**src/logic/asrb_pkg.sv**
```systemverilog
// constants, field positions and types for the serial register bank
// assumes one core clock; serial pins are sampled by the bank itself
package asrb_pkg;

  // register addresses carried in the 13-bit address of an instruction
  localparam logic [12:0] ADDR_PORT_CFG = 13'h0000;
  localparam logic [12:0] ADDR_CHIP_IDENTIFIER = 13'h0001;
  localparam logic [12:0] ADDR_SPEED_GRADE = 13'h0002;
  localparam logic [12:0] ADDR_CH_INDEX = 13'h0005;
  localparam logic [12:0] ADDR_POWER = 13'h0008;
  localparam logic [12:0] ADDR_DUTY = 13'h0009;
  localparam logic [12:0] ADDR_CLK_DIV = 13'h000B;
  localparam logic [12:0] ADDR_LOCAL_OFS = 13'h0010;
  localparam logic [12:0] ADDR_XFER = 13'h00FF;

  // values after reset
  localparam logic [7:0] RST_PORT_CFG = 8'h18;
  localparam logic [5:0] RST_CH_INDEX = 6'h3F;
  localparam logic [1:0] RST_POWER_MODE = 2'h0;
  localparam logic RST_PIN_FUNC = 1'b0;
  localparam logic RST_DCS = 1'b1;
  localparam logic [2:0] RST_CLK_DIV = 3'h0;
  localparam logic [7:0] RST_LOCAL = 8'h00;

  // port configuration fields, mirrored nibbles
  localparam int PC_LSB_HI = 6;
  localparam int PC_LSB_LO = 1;
  localparam int PC_SOFT_HI = 5;
  localparam int PC_SOFT_LO = 2;
  localparam logic [7:0] PC_LSB_MASK = 8'h42;

  // power register fields
  localparam int PW_PIN_FUNC = 5;
  localparam logic [1:0] PM_RUN = 2'h0;
  localparam logic [1:0] PM_FULL_PD = 2'h1;
  localparam logic [1:0] PM_STANDBY = 2'h2;
  localparam logic [1:0] PM_DIG_RESET = 2'h3;

  // channel copies: four data pairs, then frame clock, then data clock
  localparam int NUM_LOCAL = 6;
  localparam int IDX_FRAME_CLK = 4;
  localparam int IDX_DATA_CLK = 5;

  // instruction word layout and counts
  localparam int INSTR_RW = 15;
  localparam logic [3:0] INSTR_LAST = 4'hF;
  localparam logic [2:0] BYTE_LAST = 3'h7;
  localparam logic [1:0] WLEN_STREAM = 2'h3;

  typedef enum logic [1:0] {ST_IDLE, ST_INSTR, ST_DATA, ST_DONE} asrb_state_t;

endpackage

```
**src/logic/asrb_local_bank.sv**
```systemverilog
// per-channel copies of the local register
// assumes write strobe and mask come from the serial engine on ref_clk
`timescale 1ns/10ps
module asrb_local_bank (
  input wire logic ref_clk,
  input wire logic rst,
  input wire logic soft_rst,
  input wire logic wr_en,
  input wire logic [5:0] wr_mask,
  input wire logic [7:0] wr_data,
  input wire logic [2:0] rd_sel,
  output logic [7:0] rd_data,
  output logic [47:0] all_values
);
  logic [7:0] copy_r [0:asrb_pkg::NUM_LOCAL-1];

  always_ff @(posedge ref_clk or posedge rst) begin
    if (rst) begin
      for (int k = 0; k < asrb_pkg::NUM_LOCAL; k++) begin
        copy_r[k] <= asrb_pkg::RST_LOCAL;
      end
    end else begin
      for (int k = 0; k < asrb_pkg::NUM_LOCAL; k++) begin
        if (soft_rst) begin
          copy_r[k] <= asrb_pkg::RST_LOCAL;
        end else if (wr_en && wr_mask[k]) begin
          copy_r[k] <= wr_data;
        end
      end
    end
  end

  always_comb begin
    rd_data = 8'h00;
    if (int'(rd_sel) < asrb_pkg::NUM_LOCAL) begin
      rd_data = copy_r[rd_sel];
    end
    for (int k = 0; k < asrb_pkg::NUM_LOCAL; k++) begin
      all_values[k*8 +: 8] = copy_r[k];
    end
  end
endmodule

```
**src/logic/asrb_sync.sv**
```systemverilog
// two-stage synchroniser for pin inputs
// assumes inputs are asynchronous to ref_clk
`timescale 1ns/10ps
module asrb_sync #(
  parameter int WIDTH = 4
) (
  input wire logic ref_clk,
  input wire logic rst,
  input wire logic [WIDTH-1:0] async_in,
  output logic [WIDTH-1:0] sync_out
);
  logic [WIDTH-1:0] meta_r;

  always_ff @(posedge ref_clk or posedge rst) begin
    if (rst) begin
      meta_r <= '0;
      sync_out <= '0;
    end else begin
      meta_r <= async_in;
      sync_out <= meta_r;
    end
  end
endmodule

```
**src/logic/asrb_top.sv**
```systemverilog
// serial-port register bank of a four-channel converter
// assumes sclk well below ref_clk/8 and cs setup of a few ref_clk cycles
`timescale 1ns/10ps
module asrb_top #(
  parameter logic [7:0] CHIP_IDENTIFIER = 8'h5A,   // arbitrary value
  parameter logic [2:0] SPEED_GRADE = 3'h2
) (
  input wire logic ref_clk,
  input wire logic rst,
  input wire logic spi_sclk,
  input wire logic spi_cs_n,
  input wire logic sdio_i,
  output logic sdio_o,
  output logic sdio_oe,
  input wire logic pdwn_pin,
  output logic lsb_first,
  output logic [5:0] chan_index,
  output logic full_powerdown,
  output logic standby,
  output logic digital_reset,
  output logic dcs_enable,
  output logic [2:0] clk_div_ratio,
  output logic div_tick,
  output logic override_start,
  output logic [47:0] local_values
);
  logic [3:0] pin_s;
  logic sclk_d_r;
  asrb_pkg::asrb_state_t st_r;
  logic [15:0] instr_r;
  logic [7:0] dat_r;
  logic [3:0] bcnt_r;
  logic [1:0] bytes_left_r;
  logic [12:0] addr_r;
  logic rd_r;
  logic [7:0] out_r;
  logic soft_req_r;
  logic [1:0] power_mode_r;
  logic pin_func_r;
  logic [2:0] div_cnt_r;
  logic [7:0] rd_val;
  logic [7:0] local_rd;

  function automatic logic [7:0] shift_in8(input logic [7:0] v, input logic b,
                                           input logic lsb);
    return lsb ? {b, v[7:1]} : {v[6:0], b};
  endfunction

  function automatic logic [15:0] shift_in16(input logic [15:0] v, input logic b,
                                             input logic lsb);
    return lsb ? {b, v[15:1]} : {v[14:0], b};
  endfunction

  function automatic logic [12:0] addr_step(input logic [12:0] a, input logic lsb);
    return lsb ? 13'(a + 13'h0001) : 13'(a - 13'h0001);
  endfunction

  // lowest set select wins, so all-set reads the first data channel
  function automatic logic [2:0] pick_channel(input logic [5:0] idx);
    logic [2:0] sel;
    sel = 3'h0;
    for (int k = asrb_pkg::NUM_LOCAL - 1; k >= 0; k--) begin
      if (idx[k]) begin
        sel = 3'(k);
      end
    end
    return sel;
  endfunction

  asrb_sync #(.WIDTH(4)) u_sync (
    .ref_clk(ref_clk),
    .rst(rst),
    .async_in({pdwn_pin, sdio_i, spi_cs_n, spi_sclk}),
    .sync_out(pin_s)
  );

  wire sclk_s = pin_s[0];
  wire cs_n_s = pin_s[1];
  wire sdi_s = pin_s[2];
  wire pdwn_s = pin_s[3];

  always_ff @(posedge ref_clk or posedge rst) begin
    if (rst) begin
      sclk_d_r <= 1'b0;
    end else begin
      sclk_d_r <= sclk_s;
    end
  end

  wire sclk_rise = sclk_s & ~sclk_d_r;
  wire sclk_fall = ~sclk_s & sclk_d_r;
  wire in_instr = (st_r == asrb_pkg::ST_IDLE) || (st_r == asrb_pkg::ST_INSTR);
  wire instr_done = !cs_n_s && in_instr && sclk_rise && (bcnt_r == asrb_pkg::INSTR_LAST);
  wire [15:0] instr_nxt = shift_in16(instr_r, sdi_s, lsb_first);
  wire byte_done = !cs_n_s && (st_r == asrb_pkg::ST_DATA) && sclk_rise &&
                   (bcnt_r[2:0] == asrb_pkg::BYTE_LAST);
  wire [7:0] dat_nxt = shift_in8(dat_r, sdi_s, lsb_first);
  wire wr_fire = byte_done && !rd_r;
  wire [12:0] rd_addr = instr_done ? instr_nxt[12:0] : addr_step(addr_r, lsb_first);
  wire wr_port = wr_fire && (addr_r == asrb_pkg::ADDR_PORT_CFG);
  wire wr_local = wr_fire && (addr_r == asrb_pkg::ADDR_LOCAL_OFS);

  // serial sequencer: instruction, then data bytes counted by word length
  always_ff @(posedge ref_clk or posedge rst) begin
    if (rst) begin
      st_r <= asrb_pkg::ST_IDLE;
      instr_r <= 16'h0000;
      dat_r <= 8'h00;
      bcnt_r <= 4'h0;
      bytes_left_r <= 2'h0;
      addr_r <= 13'h0000;
      rd_r <= 1'b0;
    end else if (cs_n_s) begin
      st_r <= asrb_pkg::ST_IDLE;
      bcnt_r <= 4'h0;
      rd_r <= 1'b0;
    end else begin
      case (st_r)
        asrb_pkg::ST_IDLE, asrb_pkg::ST_INSTR: begin
          st_r <= asrb_pkg::ST_INSTR;
          if (sclk_rise) begin
            instr_r <= instr_nxt;
            bcnt_r <= 4'(bcnt_r + 4'h1);
          end
          if (instr_done) begin
            st_r <= asrb_pkg::ST_DATA;
            rd_r <= instr_nxt[asrb_pkg::INSTR_RW];
            bytes_left_r <= instr_nxt[14:13];
            addr_r <= instr_nxt[12:0];
            bcnt_r <= 4'h0;
          end
        end
        asrb_pkg::ST_DATA: begin
          if (sclk_rise) begin
            dat_r <= dat_nxt;
            bcnt_r <= 4'(bcnt_r + 4'h1);
          end
          if (byte_done) begin
            bcnt_r <= 4'h0;
            addr_r <= addr_step(addr_r, lsb_first);
            if (bytes_left_r == 2'h0) begin
              st_r <= asrb_pkg::ST_DONE;
            end else if (bytes_left_r != asrb_pkg::WLEN_STREAM) begin
              bytes_left_r <= 2'(bytes_left_r - 2'h1);
            end
          end
        end
        asrb_pkg::ST_DONE: begin
          st_r <= asrb_pkg::ST_DONE;
        end
        default: begin
          st_r <= asrb_pkg::ST_IDLE;
        end
      endcase
    end
  end

  // readback: line turns to output on the fall after the address
  always_ff @(posedge ref_clk or posedge rst) begin
    if (rst) begin
      out_r <= 8'h00;
      sdio_o <= 1'b0;
      sdio_oe <= 1'b0;
    end else if (cs_n_s) begin
      sdio_o <= 1'b0;
      sdio_oe <= 1'b0;
    end else begin
      if ((instr_done && instr_nxt[asrb_pkg::INSTR_RW]) || (byte_done && rd_r)) begin
        out_r <= rd_val;
      end else if (sclk_fall && (st_r == asrb_pkg::ST_DATA) && rd_r) begin
        sdio_oe <= 1'b1;
        sdio_o <= lsb_first ? out_r[0] : out_r[7];
        out_r <= lsb_first ? {1'b0, out_r[7:1]} : {out_r[6:0], 1'b0};
      end else if (sclk_fall && (st_r == asrb_pkg::ST_DONE)) begin
        sdio_oe <= 1'b0;
      end
    end
  end

  // read multiplexer; open bits and unlisted addresses read zero
  always_comb begin
    case (rd_addr)
      asrb_pkg::ADDR_PORT_CFG:
        rd_val = asrb_pkg::RST_PORT_CFG | (lsb_first ? asrb_pkg::PC_LSB_MASK : 8'h00);
      asrb_pkg::ADDR_CHIP_IDENTIFIER: rd_val = CHIP_IDENTIFIER;
      asrb_pkg::ADDR_SPEED_GRADE: rd_val = {1'b0, SPEED_GRADE, 4'h0};
      asrb_pkg::ADDR_CH_INDEX: rd_val = {2'b00, chan_index};
      asrb_pkg::ADDR_POWER: rd_val = {2'b00, pin_func_r, 3'b000, power_mode_r};
      asrb_pkg::ADDR_DUTY: rd_val = {7'h00, dcs_enable};
      asrb_pkg::ADDR_CLK_DIV: rd_val = {5'h00, clk_div_ratio};
      asrb_pkg::ADDR_LOCAL_OFS: rd_val = local_rd;
      default: rd_val = 8'h00;
    endcase
  end

  // port configuration; soft bits never hold, so they read back zero
  always_ff @(posedge ref_clk or posedge rst) begin
    if (rst) begin
      lsb_first <= 1'b0;
      soft_req_r <= 1'b0;
    end else begin
      soft_req_r <= wr_port && (dat_nxt[asrb_pkg::PC_SOFT_HI] ||
                                dat_nxt[asrb_pkg::PC_SOFT_LO]);
      if (soft_req_r) begin
        lsb_first <= 1'b0;
      end else if (wr_port) begin
        lsb_first <= dat_nxt[asrb_pkg::PC_LSB_HI] | dat_nxt[asrb_pkg::PC_LSB_LO];
      end
    end
  end

  // global registers: single copy, channel index plays no part
  always_ff @(posedge ref_clk or posedge rst) begin
    if (rst) begin
      chan_index <= asrb_pkg::RST_CH_INDEX;
      power_mode_r <= asrb_pkg::RST_POWER_MODE;
      pin_func_r <= asrb_pkg::RST_PIN_FUNC;
      dcs_enable <= asrb_pkg::RST_DCS;
      clk_div_ratio <= asrb_pkg::RST_CLK_DIV;
    end else if (soft_req_r) begin
      chan_index <= asrb_pkg::RST_CH_INDEX;
      power_mode_r <= asrb_pkg::RST_POWER_MODE;
      pin_func_r <= asrb_pkg::RST_PIN_FUNC;
      dcs_enable <= asrb_pkg::RST_DCS;
      clk_div_ratio <= asrb_pkg::RST_CLK_DIV;
    end else if (wr_fire) begin
      case (addr_r)
        asrb_pkg::ADDR_CH_INDEX: chan_index <= dat_nxt[5:0];
        asrb_pkg::ADDR_POWER: begin
          power_mode_r <= dat_nxt[1:0];
          pin_func_r <= dat_nxt[asrb_pkg::PW_PIN_FUNC];
        end
        asrb_pkg::ADDR_DUTY: dcs_enable <= dat_nxt[0];
        asrb_pkg::ADDR_CLK_DIV: clk_div_ratio <= dat_nxt[2:0];
        default: chan_index <= chan_index;
      endcase
    end
  end

  // transfer bit is a one-cycle strobe, so the register reads zero
  always_ff @(posedge ref_clk or posedge rst) begin
    if (rst) begin
      override_start <= 1'b0;
    end else begin
      override_start <= wr_fire && (addr_r == asrb_pkg::ADDR_XFER) && dat_nxt[0];
    end
  end

  // pin forces full power-down, or standby when the pin function bit is set, over the register field while it is high
  always_ff @(posedge ref_clk or posedge rst) begin
    if (rst) begin
      full_powerdown <= 1'b0;
      standby <= 1'b0;
      digital_reset <= 1'b0;
    end else begin
      full_powerdown <= pdwn_s ? !pin_func_r : (power_mode_r == asrb_pkg::PM_FULL_PD);
      standby <= pdwn_s ? pin_func_r : (power_mode_r == asrb_pkg::PM_STANDBY);
      digital_reset <= !pdwn_s && (power_mode_r == asrb_pkg::PM_DIG_RESET);
    end
  end

  // divided clock strobe: one tick every ratio+1 cycles
  always_ff @(posedge ref_clk or posedge rst) begin
    if (rst) begin
      div_cnt_r <= 3'h0;
      div_tick <= 1'b0;
    end else if (div_cnt_r >= clk_div_ratio) begin
      div_cnt_r <= 3'h0;
      div_tick <= 1'b1;
    end else begin
      div_cnt_r <= 3'(div_cnt_r + 3'h1);
      div_tick <= 1'b0;
    end
  end

  asrb_local_bank u_bank (
    .ref_clk(ref_clk),
    .rst(rst),
    .soft_rst(soft_req_r),
    .wr_en(wr_local),
    .wr_mask(chan_index),
    .wr_data(dat_nxt),
    .rd_sel(pick_channel(chan_index)),
    .rd_data(local_rd),
    .all_values(local_values)
  );

  a_port_fixed_bits: assert property (@(posedge ref_clk) disable iff (rst)
    (rd_addr == asrb_pkg::ADDR_PORT_CFG) |->
      (rd_val[4:3] == 2'b11) && !rd_val[7] && !rd_val[0] && !rd_val[5] && !rd_val[2])
    else $error("port config fixed bits wrong");
  a_soft_reset_defaults: assert property (@(posedge ref_clk) disable iff (rst)
    (wr_port && dat_nxt[5]) |-> ##2 (chan_index == 6'h3F) && dcs_enable &&
      (power_mode_r == 2'h0) && (clk_div_ratio == 3'h0) && (local_values == 48'h0))
    else $error("soft reset left a register changed");
  a_soft_self_clear: assert property (@(posedge ref_clk) disable iff (rst)
    soft_req_r |=> !soft_req_r)
    else $error("soft reset request held");
  a_mirror_order: assert property (@(posedge ref_clk) disable iff (rst)
    (wr_port && !dat_nxt[5] && !dat_nxt[2] && (dat_nxt[6] ^ dat_nxt[1])) |=> lsb_first)
    else $error("mirrored bit order not honoured");
  a_all_copies_write: assert property (@(posedge ref_clk) disable iff (rst)
    (wr_local && (chan_index == 6'h3F)) |=>
      (local_values == {6{$past(dat_nxt)}}))
    else $error("broadcast write missed a copy");
  a_unselected_kept: assert property (@(posedge ref_clk) disable iff (rst)
    (wr_local && !chan_index[0] && !soft_req_r) |=> $stable(local_values[7:0]))
    else $error("unselected copy changed");
  a_read_first_chan: assert property (@(posedge ref_clk) disable iff (rst)
    (rd_addr == asrb_pkg::ADDR_LOCAL_OFS && chan_index[0]) |->
      (rd_val == local_values[7:0]))
    else $error("local read not from first data channel");
  a_global_write: assert property (@(posedge ref_clk) disable iff (rst)
    (wr_fire && addr_r == asrb_pkg::ADDR_POWER && chan_index == 6'h00) |=>
      (power_mode_r == $past(dat_nxt[1:0])))
    else $error("global write blocked by index");
  a_pin_standby: assert property (@(posedge ref_clk) disable iff (rst)
    (pdwn_s && pin_func_r) |=> standby && !full_powerdown)
    else $error("pin did not give standby");
  a_override_pulse: assert property (@(posedge ref_clk) disable iff (rst)
    override_start |=> !override_start)
    else $error("override strobe longer than one cycle");
  a_drive_only_read: assert property (@(posedge ref_clk) disable iff (rst)
    sdio_oe |-> rd_r)
    else $error("data line driven outside a read");

  c_read_frame: cover property (@(posedge ref_clk) disable iff (rst) byte_done && rd_r);
  c_broadcast_write: cover property (@(posedge ref_clk) disable iff (rst)
    wr_local && (chan_index == 6'h3F));
  c_soft_reset: cover property (@(posedge ref_clk) disable iff (rst) soft_req_r);
  c_pin_standby: cover property (@(posedge ref_clk) disable iff (rst) standby && pdwn_s);
endmodule

```
**config.mk**
```make
export PLATFORM = sky130hd
export DESIGN_NAME = asrb_top
export DESIGN_NICKNAME = d
export VERILOG_FILES = /design/src/logic/asrb_pkg.sv /design/src/logic/asrb_local_bank.sv /design/src/logic/asrb_sync.sv /design/src/logic/asrb_top.sv
export SDC_FILE = /design/constraint.sdc
export NUM_CORES = 1
export LEC_CHECK = 0
export ABC_AREA = 1
export BUFFER_PORTS_ARGS = -buffer_cell sky130_fd_sc_hd__buf_4
export CAP_MARGIN = 20
export CORE_ASPECT_RATIO = 0.9
export CORE_MARGIN = 8
export CORE_UTILIZATION = 45
export CTS_CLUSTER_SIZE = 20
export DETAILED_ROUTE_END_ITERATION = 7
export SLEW_MARGIN = 10
export SYNTH_ARGS = -nofsm -noshare
export SYNTH_HDL_FRONTEND = slang
export SYNTH_SLANG_ARGS = --single-unit
```
**constraint.sdc**
```tcl
create_clock -name ref_clk -period 12.55 [get_ports ref_clk]
set_input_delay 3.1375 -clock ref_clk [delete_from_list [all_inputs] [get_ports ref_clk]]
set_output_delay 3.1375 -clock ref_clk [all_outputs]
set_load 0.005 [all_outputs]
```
* Word-level counts from Yosys, hierarchy flattened
Cells that the tools add are included.
** Cells by class
- Add/sub/neg operators :: 5
- $lt $le $gt $ge :: 3
- Equality and inequality tests :: 29
- Multiplexer cells :: 81
- Bitwise gates (word level) :: 7
- Reductions and logical operators :: 68
** Operators with widths (count)
- two-way mux 8 bit :: 19
- equality test 13 x 4 -> 1 bit (second input constant) :: 6
- one-hot mux 8 bit (8 select lines) :: 1
- two-way mux 13 bit :: 4
- nonzero test 2 bit :: 17
- two-way mux 3 bit :: 10
- equality test 13 x 3 -> 1 bit (second input constant) :: 2
- equality test 13 x 5 -> 1 bit (second input constant) :: 2
- logical NOT 13 bit :: 2
- one-hot mux 13 bit (2 select lines) :: 1
- binary-select mux 8 bit (select 3 bit) :: 1
- logical AND 1 bit :: 24
- two-way mux 1 bit :: 22
- two-way mux 2 bit :: 11
- two-way mux 6 bit :: 3
- AND reduction 2 bit :: 9
- two-way mux 16 bit :: 1
- two-way mux 4 bit :: 4
- adder 13 x 1 -> 13 bit (second input constant) :: 1
- equality test 13 x 1 -> 1 bit (second input constant) :: 1
- equality test 13 x 2 -> 1 bit (second input constant) :: 1
- equality test 13 x 8 -> 1 bit (second input constant) :: 1
- subtractor 13 x 1 -> 13 bit (second input constant) :: 1
- equality test 2 bit (second input constant) :: 4
- other kinds (29) :: 45
** Storage, ports and cells
- Flip-flop bits (word level) :: 136
- Input bits :: 6
- Output and inout port bits :: 66
- Word-level logic and storage cells :: 225

* Depth between registers and ports, before layout
- Depth in word-level cells :: 13
- Mapped depth :: 22
- Gate-level depth less buffers :: 22

* By module
A second synthesis with hierarchy kept.
** Second synthesis, totals
- Cell total of the unflattened synthesis :: 1115
- Area, all modules :: 8174.1 µm²
** Modules (own cells, without submodules)
- asrb_top :: instances 1, cells an instance 762, area an instance 5320.1 µm², sequential area each 2010.7 µm²
- asrb_local_bank :: instances 1, cells an instance 344, area an instance 2650.0 µm², sequential area each 1201.2 µm²
- asrb_sync :: instances 1, cells an instance 9, area an instance 203.9 µm², sequential area each 200.2 µm²

* Worst setup path before layout
OpenSTA, ideal clock, no wires.
- Path type :: register -> output
- Start point :: reg chan_index[3]
- End point :: out chan_index[3]
- Arrival :: 0.537 ns
- Required time :: 9.412 ns
- Setup slack :: 8.876 ns
- Stages on the path, launching flop included :: 1
- Path buffers :: 0
- Cells stage by stage :: dfstp_2
** RTL lines
- start, declared :: RTL line asrb_top.sv:17 : output logic [5:0] chan_index,
- start signal, assigned :: RTL line asrb_top.sv:215 : chan_index <= asrb_pkg::RST_CH_INDEX;
- start signal, assigned :: RTL line asrb_top.sv:221 : chan_index <= asrb_pkg::RST_CH_INDEX;
- start signal, assigned :: RTL line asrb_top.sv:228 : asrb_pkg::ADDR_CH_INDEX: chan_index <= dat_nxt[5:0];
No word-level cell between the ends.

* Final worst setup path
- Start point :: reg chan_index[0]
- End point :: out chan_index[0]
No word-level cell between the ends.

==> out/results.ini <==
[timing]
slew-limit-headroom_pct = 40.1
final_hold_viol_count = 0
rsz0062_at_grt = no
finalClockSkew_ns = 0.0113
clock.fmax_mhz = 234
layout_min_cycle_time_ns = 4.27
worstMarginPinSlew_ns = 0.898
finalSetupViolCount = 0
timing.final.ws_setup_ns = 8.28
period_share_pct = 34.1
setup_tns_ns = 0
finalMaxSlewViolations = 0

[worst_setup_path]
required_ns = 9.41
worst-path-buf-inv = 1
cp-start-kind = flop
cp_top_family = flip-flops
endpoint = chan_index[0]
r2r_cells = 23
critPathMaxFanout = 5
crit_arrival_ns = 1.14
reg2reg_from = lsb_first
max_stage_delay_ns = 0.58
cp.depth = 1
path_class = flop to output port
cp_slowest_cell = dfstp_2
ff2ff_setup_slack_ns = 8.82
startpoint = chan_index[0]
endpoint_kind = output port
worstPathCellList = buf_4
r2r_end = out_r[3]

[layout]
drive_gt1_share_pct = 14.2
area_growth_pct = 17.7
fin_util_pct = 53.6
nets = 1117
diodes = 0

[grt]
grt_pass1_wl_mm = 34.5
grt_overflow_total = 0
grt_use_total_pct = 20.2
grt_max_degree = 73
grt_pass1_vias = 6512
antenna_found_initial = 0

[clock_network]
cts.hold.buffers_added = 0
h-tree-depth = 4
cts.sinks = 136
cts_root_buffer = clkbuf_16
clkTransAtPathRegs_ns = 0.06
cts_tree = built
numCtsBuffers = 17
post_cts_buffers = 0
cts_max_path_buffers = 2
cts_resized = 0
worstSkewPairLatency_ns = 0.43

[floorplanning]
ioPinCount = 72
die_h_um = 139
die_w_um = 153
rows = 45
initial_core_util_pct = 45.5
core_region_area_mm2 = 0.0167
die_area_mm2 = 0.0213

[power_and_ir_drop]
power_density_mw_per_mm2 = 112
pwr-share-comb_pct = 3.4
p_int_uw = 768
p_switching_uw = 232
finalPower_mw = 1.00
power_switching_share_pct = 23.2
seqPwrFrac_pct = 45.3
power_frac_clock_pct = 51.3
leakage_nw = 4.40
ir_worst_vdd_uv = 144

[synthesis]
synth-main-ff-cell = dfrtp_1
synth_cells = 1023
synth_warnings = 0
ys_ff_latch = 136
synth_edf_count = 0
synth_area_mm2 = 0.00762
synth_cell_types = 44
synth-seq-area-share_pct = 44.8
postSynthNetCount = 1049
avgSynthCellArea_um2 = 7.44
async_flop_share_pct = 100

[hold_path]
hold_start = u_sync.meta_r[0]
hold_class = flop to flop

[status]
status = completed

[detailed_routing]
routedWlPerCell_um = 16.1
ant_nets = 0
dr.pass1.iters = 5
vias_per_cell = 5.31
drc = 0
vias = 6982
first_iter_violations = 637
routed_wl_mm = 21.1

[flow_run]
maxCapViolations = 0

[placement]
place_worst_setup_slack_ns = 7.89
portBuffers = 71
place.gp.congestion = 0.848
dp_hpwl_mm = 15.3

through the flow:
step / instance area, um^2 / hold slack [ns] / std cells
2_1_floorplan: 7620 / 0.331 / 1023
3_3_place_gp: 8330 / 0.332 / 1279
3_5_place_dp: 8330 / 0.336 / 1279
4_1_cts: 8940 / 0.349 / 1311
5_1_grt: 8970 / 0.355 / 1315
6_report: 8970 / 0.346 / 1315
sequential cells by signal (all words and copies together), names as in the netlist, 2 cells and up:
name               cells
addr_r                13
bcnt_r                 4
bytes_left_r           2
chan_index             6
clk_div_ratio          3
dat_r                  8
div_cnt_r              3
instr_r               16
out_r                  8
power_mode_r           2
st_r                   2
u_bank.all_values     48
u_sync.meta_r          4
u_sync.sync_out        4
layout make-up:
type	count	area [um^2]
clock buffers	21	470
fillers	1622	7750
inverters	114	433
flip-flops and latches	136	3410
clock inverters	11	136
well taps	211	264
multi-input cells	741	3640
repair buffers	81	608
per-layer routing:
layer | global-route usage, % | vias to the layer above | wire length (um)
met5 | 0 | - | 0
met4 | 6.50 | 0 | 291
met3 | 4.24 | 20 | 1320
met2 | 28.8 | 190 | 9090
met1 | 29.7 | 3262 | 10400
li1 | - | 3510 | -
cell usage in the layout (no fill, tap or decap), types with 4 or more instances in the layout:
master / n
nand2_1: 290
o21ai_0: 147
dfrtp_1: 129
inv_1: 103
buf_4: 81
nor2_1: 75
nand3_1: 74
a21oi_1: 39
nand4_1: 19
ha_1: 19
clkbuf_16: 17
inv_2: 9
nor3_1: 8
o211ai_1: 8
nand2_2: 7
nor2_2: 7
dfstp_2: 7
a31oi_1: 5
o22ai_1: 5
nor2_4: 4
o21ai_1: 4
inv_6: 4
clkinvlp_4: 4
power groups by stage:
stage          combinational, mW  sequential [mW]  clock [mW]
2_1_floorplan             0.0248            0.460           0
3_3_place_gp              0.0343            0.461           0
3_5_place_dp              0.0346            0.461           0
4_1_cts                   0.0350            0.453       0.521
5_1_grt                   0.0409            0.454       0.545
6_report                  0.0341            0.453       0.513
cells in the mapped netlist (all sizes together), types with 2 or more instances:
cell type / n / share of area, %
a21oi: 40 / 2.7
a31oi: 5 / 0.41
buf: 6 / 0.46
clkbuf: 26 / 1.3
dfrtp: 129 / 42
dfstp: 7 / 2.4
ha: 19 / 3.1
inv: 113 / 5.6
mux2i: 3 / 0.39
nand2: 301 / 16
nand3: 75 / 5.0
nand4: 19 / 1.6
nor2: 87 / 5.1
nor3: 9 / 0.66
o211ai: 8 / 0.79
o21a: 2 / 0.20
o21ai: 153 / 10
o22ai: 5 / 0.41
o31ai: 3 / 0.30
xor2: 3 / 0.35
worst min-delay path by stage:
stage / endpoint / depth (start not counted)
3_5_place_dp: u_sync.sync_out[0] / 0
2_1_floorplan: u_sync.sync_out[0] / 0
4_1_cts: u_sync.sync_out[0] / 0
3_3_place_gp: u_sync.sync_out[1] / 0
6_report: u_sync.sync_out[0] / 0
5_1_grt: u_sync.sync_out[1] / 0
kinds of logic after synthesis:
family                   Yosys count  synth area share, %
AND/OR/NAND/NOR                  492                 28.0
adder cells (fa/ha/maj)           20                 3.38
buffers and inverters            146                 7.36
flip-flops                       136                 44.8
multiplexers                       3                0.394
AO/OA/AOI/OAI                    222                 15.6
XOR/XNOR                           4                0.460
No activity file was read; power rests on OpenSTA's default activity.
